`config.mk`:
```
export PLATFORM = sky130hd
export DESIGN_NAME = notch_port_power_mode_pages
export DESIGN_NICKNAME = d
export VERILOG_FILES = /design/src/logic/mode_pages_pkg.sv /design/src/logic/notch_port_power_mode_pages.sv /design/src/logic/standby_timer.sv
export SDC_FILE = /design/constraint.sdc
export NUM_CORES = 2
export LEC_CHECK = 0
export BUFFER_PORTS_ARGS = -buffer_cell sky130_fd_sc_hd__buf_2
export CORE_MARGIN = 2
export CORE_UTILIZATION = 45
export DETAILED_ROUTE_END_ITERATION = 16
export HOLD_SLACK_MARGIN = 0.12
export PLACE_DENSITY_LB_ADDON = 0.12
export SLEW_MARGIN = 5
export SYNTH_ARGS = -nofsm -noshare
export SYNTH_HDL_FRONTEND = slang
export SYNTH_SLANG_ARGS = --single-unit
```
`constraint.sdc`:
```
create_clock -name mclk -period 12.96 [get_ports mclk]
set_clock_uncertainty 0.15 [all_clocks]
set_input_delay 0.648 -clock mclk [delete_from_list [all_inputs] [get_ports mclk]]
set_output_delay 0.648 -clock mclk [all_outputs]
set_load 0.02 [all_outputs]
```
`src/logic/mode_pages_pkg.sv`:
```
package mode_pages_pkg;
  // Page identity and lengths
  localparam logic [5:0] notch_page_code   = 6'h0c;
  localparam logic [7:0] notch_page_len    = 8'h16;
  localparam logic [5:0] port_page_code    = 6'h19;
  localparam logic [7:0] port_page_len     = 8'h06;
  localparam logic [5:0] power_page_code   = 6'h1a;
  localparam logic [7:0] power_page_len    = 8'h0a;
  // Notch page fixed values
  localparam logic [15:0] max_zones        = 16'h000b;
  localparam logic [63:0] pages_notched    = 64'h0000_0000_0000_000c;
  localparam logic       zoned_unit_val    = 1'b1;
  localparam logic       logical_basis_val = 1'b0;
  // Port page protocol identifier
  localparam logic [3:0] protocol_id       = 4'h1;
  // Page byte offsets of the writable / reported fields
  localparam logic [4:0] notch_flags_byte  = 5'h02;
  localparam logic [4:0] active_zone_hi    = 5'h06;
  localparam logic [4:0] active_zone_lo    = 5'h07;
  localparam logic [4:0] start_bound_byte  = 5'h08;
  localparam logic [4:0] end_bound_byte    = 5'h0c;
  localparam logic [4:0] notched_map_byte  = 5'h10;
  localparam logic [4:0] port_proto_byte   = 5'h03;
  localparam logic [4:0] power_ctl_byte    = 5'h03;
  localparam logic [4:0] idle_timer_byte   = 5'h04;
  localparam logic [4:0] standby_tmr_byte  = 5'h08;
  // Field positions in power byte 3
  localparam int         idle_bit_pos      = 1;
  localparam int         standby_bit_pos   = 0;
  // Timing: standby timer unit and floor
  localparam int         clk_period_ns     = 10;
  localparam int         tick_unit_ms      = 100;
  localparam int         tick_cycles       = tick_unit_ms * 1000000 / clk_period_ns;
  localparam int         standby_floor_min = 60;
  localparam logic [31:0] standby_floor_ticks = 32'(standby_floor_min * 60 * 1000 / tick_unit_ms);
endpackage

```
`src/logic/notch_port_power_mode_pages.sv`:
```
`timescale 1ns/1ns
// Functional notes
// - Notch page reports the zoned unit flag as one.
// - Notch page reports the logical zone basis flag as zero.
// - Only the active zone selector in the notch page is writable.
// - Maximum zone count reported in a two-byte field, eleven.
// - Active zone zero means parameters apply to all zones.
// - Zones one to maximum select one zone; zone one outermost.
// - Page 2 and page 3 parameters are held per zone.
// - Start boundary reads selected zone cylinder and head; writes ignored.
// - End boundary reads selected zone cylinder and head; writes ignored.
// - Pages notched bitmap: top bit page 3Fh, bottom bit page 00h.
// - Port page code 19h, length 06h, reserved bytes read zero.
// - Port page byte three low nibble is protocol identifier one.
// - Power page code 1Ah, length 0Ah.
// - Idle enable and idle timer stored but do not affect power saving.
// - Standby enabled: enter standby after timer inactivity.
// - Standby disabled: never enter standby from inactivity.
// - Standby timer counts in 100 ms units.
// - Standby values below sixty minutes act as sixty minutes.
module notch_port_power_mode_pages #(
  parameter int zone_count  = 11,
  parameter int tick_cycles = mode_pages_pkg::tick_cycles
) (
  input  wire logic        mclk,
  input  wire logic        rst,
  input  wire logic        ce,
  // Page byte access from the command handler
  input  wire logic [5:0]  page_code,
  input  wire logic [4:0]  byte_index,
  input  wire logic        wr_en,
  input  wire logic [7:0]  wr_data,
  input  wire logic        rd_en,
  output logic [7:0]       rd_data,
  output logic             rd_valid,
  output logic             wr_reject,
  // Per-zone geometry table load from firmware
  input  wire logic        geo_load,
  input  wire logic [3:0]  geo_zone,
  input  wire logic [31:0] geo_start,
  input  wire logic [31:0] geo_end,
  // Per-zone page 2 / page 3 parameter port
  input  wire logic        zparam_wr,
  input  wire logic [3:0]  zparam_sel,
  input  wire logic [63:0] zparam_wdata,
  output logic [63:0]      zparam_rdata,
  // Status and power
  output logic [15:0]      active_zone,
  output logic             all_zones,
  input  wire logic        activity,
  output logic             standby
);
  localparam int zw = $clog2(zone_count + 1);

  // Zone 0 entry holds the all-zones parameter set
  logic [31:0] start_tab [0:zone_count];
  logic [31:0] end_tab   [0:zone_count];
  logic [63:0] param_tab [0:zone_count];

  logic [15:0] next_active_zone;
  logic [15:0] pending_zone;
  logic [15:0] next_pending_zone;
  logic        idle_en;
  logic        next_idle_en;
  logic [31:0] idle_tmr;
  logic [31:0] next_idle_tmr;
  logic        stby_en;
  logic        next_stby_en;
  logic [31:0] stby_tmr;
  logic [31:0] next_stby_tmr;
  logic [31:0] stby_limit;
  logic [7:0]  next_rd_data;
  logic        next_wr_reject;
  logic [zw-1:0] zidx;
  logic [zw-1:0] sel_idx;

  // Big-endian byte of a 32-bit field
  function automatic logic [7:0] be32(input logic [31:0] v, input logic [1:0] k);
    be32 = v[8*(3-k) +: 8];
  endfunction

  // Big-endian byte of a 64-bit field
  function automatic logic [7:0] be64(input logic [63:0] v, input logic [2:0] k);
    be64 = v[8*(7-k) +: 8];
  endfunction

  assign zidx      = zw'(active_zone);
  assign sel_idx   = zw'(geo_zone);
  assign all_zones = (active_zone == 16'h0000);

  // Per-zone tables: geometry from firmware, page 2/3 params by zone
  always_ff @(posedge mclk) begin
    if (ce && geo_load && geo_zone <= 4'(zone_count)) begin
      start_tab[sel_idx] <= geo_start;
      end_tab[sel_idx]   <= geo_end;
    end
    if (ce && zparam_wr) begin
      param_tab[zidx] <= zparam_wdata;
    end
  end

  // Per-zone parameter read follows the active zone
  always_ff @(posedge mclk or posedge rst) begin
    if (rst) begin
      zparam_rdata <= '0;
    end else if (ce) begin
      zparam_rdata <= param_tab[zidx];
    end
  end

  // Floor on the standby delay
  assign stby_limit = (stby_tmr < mode_pages_pkg::standby_floor_ticks) ?
                      mode_pages_pkg::standby_floor_ticks : stby_tmr;

  // Writes: only writable fields change; everything else is dropped
  always_comb begin
    next_active_zone  = active_zone;
    next_pending_zone = pending_zone;
    next_idle_en      = idle_en;
    next_idle_tmr     = idle_tmr;
    next_stby_en      = stby_en;
    next_stby_tmr     = stby_tmr;
    next_wr_reject    = 1'b0;
    if (wr_en) begin
      case (page_code)
        mode_pages_pkg::notch_page_code: begin
          if (byte_index == mode_pages_pkg::active_zone_hi) begin
            next_pending_zone = {wr_data, pending_zone[7:0]};
          end else if (byte_index == mode_pages_pkg::active_zone_lo) begin
            if ({pending_zone[15:8], wr_data} > mode_pages_pkg::max_zones) begin
              next_wr_reject = 1'b1;
            end else begin
              next_active_zone = {pending_zone[15:8], wr_data};
            end
            next_pending_zone = '0;
          end
        end
        mode_pages_pkg::power_page_code: begin
          if (byte_index == mode_pages_pkg::power_ctl_byte) begin
            next_idle_en = wr_data[mode_pages_pkg::idle_bit_pos];
            next_stby_en = wr_data[mode_pages_pkg::standby_bit_pos];
          end else if (byte_index[4:2] == 3'd1) begin
            next_idle_tmr[8*(3-byte_index[1:0]) +: 8] = wr_data;
          end else if (byte_index[4:2] == 3'd2) begin
            next_stby_tmr[8*(3-byte_index[1:0]) +: 8] = wr_data;
          end
        end
        default: begin
          // Port page is read only; timeout field is expected zero
          next_wr_reject = 1'b0;
        end
      endcase
    end
  end

  // Reads: page bytes assembled from fixed values and state
  always_comb begin
    next_rd_data = 8'h00;
    case (page_code)
      mode_pages_pkg::notch_page_code: begin
        case (byte_index)
          5'h00: next_rd_data = {2'b00, mode_pages_pkg::notch_page_code};
          5'h01: next_rd_data = mode_pages_pkg::notch_page_len;
          mode_pages_pkg::notch_flags_byte: next_rd_data =
            {mode_pages_pkg::zoned_unit_val, mode_pages_pkg::logical_basis_val, 6'h00};
          5'h04: next_rd_data = mode_pages_pkg::max_zones[15:8];
          5'h05: next_rd_data = mode_pages_pkg::max_zones[7:0];
          mode_pages_pkg::active_zone_hi: next_rd_data = active_zone[15:8];
          mode_pages_pkg::active_zone_lo: next_rd_data = active_zone[7:0];
          default: begin
            if (byte_index >= mode_pages_pkg::notched_map_byte) begin
              next_rd_data = be64(mode_pages_pkg::pages_notched, byte_index[2:0]);
            end else if (byte_index >= mode_pages_pkg::end_bound_byte) begin
              next_rd_data = be32(end_tab[zidx], byte_index[1:0]);
            end else if (byte_index >= mode_pages_pkg::start_bound_byte) begin
              next_rd_data = be32(start_tab[zidx], byte_index[1:0]);
            end
          end
        endcase
      end
      mode_pages_pkg::port_page_code: begin
        case (byte_index)
          5'h00: next_rd_data = {2'b00, mode_pages_pkg::port_page_code};
          5'h01: next_rd_data = mode_pages_pkg::port_page_len;
          mode_pages_pkg::port_proto_byte: next_rd_data = {4'h0, mode_pages_pkg::protocol_id};
          default: next_rd_data = 8'h00;
        endcase
      end
      mode_pages_pkg::power_page_code: begin
        case (byte_index)
          5'h00: next_rd_data = {2'b00, mode_pages_pkg::power_page_code};
          5'h01: next_rd_data = mode_pages_pkg::power_page_len;
          mode_pages_pkg::power_ctl_byte: next_rd_data = {6'h00, idle_en, stby_en};
          default: begin
            if (byte_index >= mode_pages_pkg::standby_tmr_byte && byte_index < 5'h0c) begin
              next_rd_data = be32(stby_tmr, byte_index[1:0]);
            end else if (byte_index >= mode_pages_pkg::idle_timer_byte
                         && byte_index < mode_pages_pkg::standby_tmr_byte) begin
              next_rd_data = be32(idle_tmr, byte_index[1:0]);
            end
          end
        endcase
      end
      default: next_rd_data = 8'h00;
    endcase
  end

  // State registers
  always_ff @(posedge mclk or posedge rst) begin
    if (rst) begin
      active_zone  <= 16'h0000;
      pending_zone <= 16'h0000;
      idle_en      <= 1'b0;
      idle_tmr     <= 32'h0000_0000;
      stby_en      <= 1'b0;
      stby_tmr     <= 32'h0000_0000;
      rd_data      <= 8'h00;
      rd_valid     <= 1'b0;
      wr_reject    <= 1'b0;
    end else if (ce) begin
      active_zone  <= next_active_zone;
      pending_zone <= next_pending_zone;
      idle_en      <= next_idle_en;
      idle_tmr     <= next_idle_tmr;
      stby_en      <= next_stby_en;
      stby_tmr     <= next_stby_tmr;
      rd_data      <= rd_en ? next_rd_data : rd_data;
      rd_valid     <= rd_en;
      wr_reject    <= next_wr_reject;
    end
  end

  // Inactivity timer; idle settings deliberately not connected
  standby_timer #(
    .tick_cycles (tick_cycles)
  ) u_standby (
    .mclk        (mclk),
    .rst         (rst),
    .ce          (ce),
    .enable      (stby_en),
    .activity    (activity),
    .limit_ticks (stby_limit),
    .standby     (standby)
  );
endmodule // notch_port_power_mode_pages

```
`src/logic/standby_timer.sv`:
```
`timescale 1ns/1ns
// Counts inactivity in 100 ms ticks and raises standby after the limit
module standby_timer #(
  parameter int tick_cycles = mode_pages_pkg::tick_cycles
) (
  input  wire logic        mclk,
  input  wire logic        rst,
  input  wire logic        ce,
  input  wire logic        enable,
  input  wire logic        activity,
  input  wire logic [31:0] limit_ticks,
  output logic             standby
);
  logic [31:0] cyc;
  logic [31:0] ticks;
  logic        next_standby;
  logic [31:0] next_cyc;
  logic [31:0] next_ticks;

  // Next state: activity or disable restart the count
  always_comb begin
    next_cyc     = cyc;
    next_ticks   = ticks;
    next_standby = standby;
    if (!enable || activity) begin
      next_cyc     = '0;
      next_ticks   = '0;
      next_standby = 1'b0;
    end else if (!standby) begin
      if (cyc == 32'(tick_cycles - 1)) begin
        next_cyc   = '0;
        next_ticks = ticks + 32'd1;
        if (ticks + 32'd1 >= limit_ticks) next_standby = 1'b1;
      end else begin
        next_cyc = cyc + 32'd1;
      end
    end
  end

  // Registers
  always_ff @(posedge mclk or posedge rst) begin
    if (rst) begin
      cyc     <= '0;
      ticks   <= '0;
      standby <= 1'b0;
    end else if (ce) begin
      cyc     <= next_cyc;
      ticks   <= next_ticks;
      standby <= next_standby;
    end
  end
endmodule // standby_timer

```
; ---- Yosys cells after proc, flatten, opt, wreduce, memory -nomap -nowiden
; Memories as Yosys holds them, arrays and structs flattened. A register that Yosys moved wholly into a read port is not among the register bits.
; Index checks and enable logic that the tools add are counted.
; Widths: inputs -> output; s select.
[totals]
input_bits = 163
mem_count = 3
ramBits = 1536
register_bits = 165
[memory_table]
columns = name, words, width, rd, rd_clocked_by_memory_dff, wr, line
row1 = param_tab, 12, 64, 1, 1, 1, notch_port_power_mode_pages.sv:58  ; logic [63:0] param_tab [0:zone_count];
row2 = end_tab, 12, 32, 1, 0, 1, notch_port_power_mode_pages.sv:57  ; logic [31:0] end_tab [0:zone_count];
row3 = start_tab, 12, 32, 1, 0, 1, notch_port_power_mode_pages.sv:56  ; logic [31:0] start_tab [0:zone_count];
[op_classes]
mux = 33
shifts = 7
bitwise_logic = 4
n_reduce_logical = 19
n_eq_ne = 14
add_sub_neg = 5
n_lt_le_gt_ge = 10
[op_table]
columns = operator, count
row1 = $mux 32, 7
row2 = $shiftx 32x33->8, 4
row3 = $add 32x1->32 const B, 2
row4 = $bwmux 32, 2
row5 = $shiftx 64x33->8 const A, 1
row6 = $pmux 8 s7, 1
row7 = $pmux 8 s3, 2
row8 = $mux 8, 5
row9 = $neg 32->34, 1
row10 = $shift 8x34->32 const A, 1
row11 = $shiftx 8x34->32, 1
row12 = $eq 32x24->1 const B, 1
row13 = $ge 32x32->1, 1
row14 = $lt 32x16->1 const B, 1
row15 = $mux 16, 2
row16 = $eq 5x3->1 const B, 4
row17 = $gt 16x4->1 const B, 1
row18 = $logic_not 16->1, 1
row19 = $pmux 5 s3, 1
row20 = $mux 1, 13
row21 = $eq 6x5->1 const B, 2
row22 = $reduce_and 6->1, 2
row23 = $eq 5x2->1 const B, 2
row24 = $ge 5x4->1 const B, 2
row25 = other kinds (21), 32

; ---- Logic depth before layout (Yosys ltp)
[logic_depth]
depth_word = 7
depth_mapped = 15

; ---- Hierarchy
; From an unflattened synthesis, not the netlist that was laid out.
[unflattened]
hier_cells = 3836
hier_area_um2 = 70779.1
[by_module_without_submodules]
columns = mod, area_per_inst_um2, cells_per_inst, seq_area_each_um2, n_inst
row1 = notch_port_power_mode_pages, 66272.3, 3334, 50228.2, 1
row2 = standby_timer, 4506.8, 502, 1626.6, 1

; ---- Least setup slack after synthesis
; Ideal clock, no wire load.
[synth_timing]
kind = register to register
startpoint = reg active_zone[1]
endpoint = mem param_tab[10][0] (enable)
synth_period_minus_slack_ns = 7.217
arrival_ns = 6.503
path_slack_ns = 5.743
path_stages_with_launch = 9
cell_sequence = dfrtp_1 > buf_2 > buf_2 > buf_2 > buf_2 > buf_2 > buf_1 > nand2b_1 > nor3_1
[synth_lines]
columns = item, line
row1 = "start, declared", notch_port_power_mode_pages.sv:48  ; output logic [15:0] active_zone,
row2 = "start signal, assigned", notch_port_power_mode_pages.sv:221  ; active_zone <= next_active_zone;
row3 = "end, declared", notch_port_power_mode_pages.sv:58
; No word-level cell before the write port.

; ---- Worst setup path in the final report
[layout_timing]
startpoint = reg active_zone[1]
endpoint = reg rd_data[1]
[layout_via]
elab_chain_cells = 7
elab_cells_between_ends = 9
[layout_rtl]
columns = item, line
row1 = $mem_v2 12x32, -
row2 = $shiftx 32x33->8, notch_port_power_mode_pages.sv:79  ; be32 = v[8*(3-k) +: 8];
row3 = $mux 8, notch_port_power_mode_pages.sv:175  ; end else if (byte_index >= mode_pages_pkg::start_bound_byte) begin
row4 = $mux 8, notch_port_power_mode_pages.sv:173  ; end else if (byte_index >= mode_pages_pkg::end_bound_byte) begin
row5 = $mux 8, notch_port_power_mode_pages.sv:171  ; if (byte_index >= mode_pages_pkg::notched_map_byte) begin
row6 = $pmux 8 s7 (*), notch_port_power_mode_pages.sv:161  ; case (byte_index)
row7 = $pmux 8 s3 (*), notch_port_power_mode_pages.sv:159  ; case (page_code)
row8 = "end signal, assigned", notch_port_power_mode_pages.sv:227  ; rd_data <= rd_en ? next_rd_data : rd_data;
row9 = "end, declared", notch_port_power_mode_pages.sv:34  ; output logic [7:0] rd_data,
; Every way passes the cells marked *; elsewhere a longest branch is shown, timed or not.
; A chain may end at the register's enable or synchronous reset.

==> results.toml <==
[critical_path]
required_ps = 13490
critical_path_class = "reg -> reg"
critPathCaptureType = "flop"
cp-start-kind = "flop"
worstPathMaxFanout = 44
arrival_ps = 5580

[timing]
post-route-period-util_pct = 38.9
maxSlewHeadroom_pct = 21.4
setup_viol = 0
period_needed_ps = 5050
finalWorstSetupSlack_ps = 7910
rsz0062_at_grt = "false"
fmax_mhz = 198
slew_violations = 0
hold_violations = 0
worstMarginPinSlew_ps = 1170
fin_hold_ws_ps = 191
setup-tns-final_ps = 0

[synthesis]
syn_area_mm2 = 0.0701
seq_area_frac_synth_pct = 74.0
synth.yosys.warnings = 0
synthTopCellsByArea = "edfxtp_1 66%, mux4_2 12%, dfrtp_1 8.2%, mux2i_1 1.9%, nand2_1 1.7%"
syn_inst = 3782
synth_edf_count = 1536
synth_cell_type_count = 70
synthFlopType = "edfxtp_1"
yosysMostFrequentCell = "edfxtp_1"
async_flop_share_pct = 13.0
synth_top_area_share_pct = 65.8
synthesis.nets = 3983
ys_ff_latch = 1765
synthTopCellsByCount = "1536 x edfxtp_1, 371 x mux4_2, 320 x nand2_1"
syn_avg_cell_area_um2 = 18.5
synth_area_leader_cell = "edfxtp_1"

[finish]
syn2layout_area_growth_pct = 16.0
design_area_mm2 = 0.0813
nNetsFinal = 4450
drive_gt1_share_pct = 24.8
final_cells = 6455

[floorplan]
die_h_um = 399
die_w_um = 399
rows = 144
fp.dieArea_mm2 = 0.159
start_util_pct = 45.4
ios = 255
coreArea_mm2 = 0.154

[detailed_routing]
drtIter0Drc = 3230
antenna_left = 0
post_drt_wl_per_cell_um = 26.8
vias = 37100
wirelength_um = 173000
drc = 0
post_drt_via_cell_ratio = 5.75
first_pass_iters = 7

[clock_network]
post_cts_buffers = 0
ctsResizeCount = 0
holdBufCountCts = 139
cts-buffers-inserted = 186
htreeDepth = 4
clock_latency_ps = 810
cts.path.max_buffers = 3
cts_tree = "done"
cts-root-buf = "clkbuf_16"
clock_sinks = 1765
path_clk_slew_ps = 60

[hold_path]
min_path_type = "in -> reg"

[pwr]
leakagePower_nw = 27.2
peakVddDrop_mv = 0.134
powerDensity_mw_per_mm2 = 146

[placement]
gp_congestion = 0.823
placed_area_mm2 = 0.0739
dpl.cell_count = 5966
dp_slack_ps = 7620
place.port_buffers = 250
hpwl_um = 96100

[grt]
antenna_found_initial = 22
grt_pass1_vias = 37500
grt_use_total_pct = 21.9
grt_max_degree = 95
grt_pass1_wl_um = 255000
grt_overflow = 0

[run]
maxCapViolCount = 0

[outcome]
status = "finished, final reports clean"
-- registers in the layout, summed over array words and instances (netlist names) --
name / count
active_zone: 16
wr_reject: 1
start_tab: 384
pending_zone: 8
u_standby.ticks: 32
idle_en: 1
param_tab: 768
stby_en: 1
idle_tmr: 32
end_tab: 384
zparam_rdata: 64
u_standby.cyc: 32
stby_tmr: 32
u_standby.standby: 1
rd_valid: 1
rd_data: 8
-- cell usage in the layout (no fill, tap or decap), drive strengths merged, types with 35 or more instances in the layout --
| master | n |
|---|---|
| ha | 38 |
| nor2 | 111 |
| a21oi | 71 |
| nor3 | 35 |
| clkinv | 63 |
| inv | 38 |
| mux4 | 371 |
| buf | 333 |
| mux2 | 81 |
| nand3 | 48 |
| dlygate4sd3 | 139 |
| nand2 | 321 |
| dfrtp | 229 |
| edfxtp | 1536 |
| clkbuf | 262 |
| mux2i | 130 |
| o21ai | 225 |
-- through the flow --
stage | total power, mW | utilization, %
floorplan | 6.54 | -
global placement | 6.71 | 47.9
detailed placement | 6.72 | 47.9
CTS | 12.0 | 52.6
global route | 12.2 | 52.7
finish | 11.8 | 52.7
-- report_power, final --
part / total, mW / switching [mW] / internal [mW]
Combinational: 0.366 / 0.241 / 0.125
Sequential: 6.27 / 0.0237 / 6.25
Clock: 5.20 / 2.22 / 2.99
-- path summary, 6_finish.rpt --
path	from	endpoint	slack [ps]	cells past startpoint
worst min register to register	idle_tmr[4]	idle_tmr[4]	330	2
worst max register to register	active_zone[1]	rd_data[1]	7910	10
worst max-delay path	active_zone[1]	rd_data[1]	7910	10
min in group asynchronous	rst	zparam_rdata[48]	300	3
worst min-delay path	page_code[4]	rd_data[7]	190	5
max in group asynchronous	rst	active_zone[1]	10140	5
-- metal layers --
layer  routed length, µm  GRT usage [%]  vias up  part of all wire [%]
li1                    -              -    16200                     -
met1               78800           32.4    19600                    46
met2               80900           34.1     1036                    47
met3                9480           3.87      238                   5.5
met4                3390           5.20       24                   2.0
met5                 151              0        -                 0.087
-- layout make-up --
type | count | area [µm²]
sequential | 1765 | 51900
inverter | 32 | 128
tap | 2044 | 2560
clock buffer | 262 | 5110
fill | 12400 | 73100
clock inverter | 84 | 892
timing repair buffer | 472 | 3280
antenna | 4 | 10.0
multi-input combinational | 1792 | 17500
-- cells by family (layout without fill, tap and decap cells) --
group	count (synthesis)	in the layout	share of synthesized area [%]
and+or+nand+nor	649	649	4.18
adders and majority gates	38	38	0.679
AOI/OAI and AO/OA	474	474	4.12
muxes	582	582	15.1
buffers and inverters	225	850	1.32
other	0	4	0
DFF	1765	1765	74.0
xor gates and xnor gates	49	49	0.612
-- critical path: stages (launching register included) --
cell	delay, ps
dfrtp_4	700
buf_4	620
buf_4	700
buf_4	680
mux4_2	420
mux2i_1	160
a21oi_1	100
nor3_1	690
a211oi_1	120
a311oi_1	330
o21ai_0	120
Power figures use the tool's default switching activity.
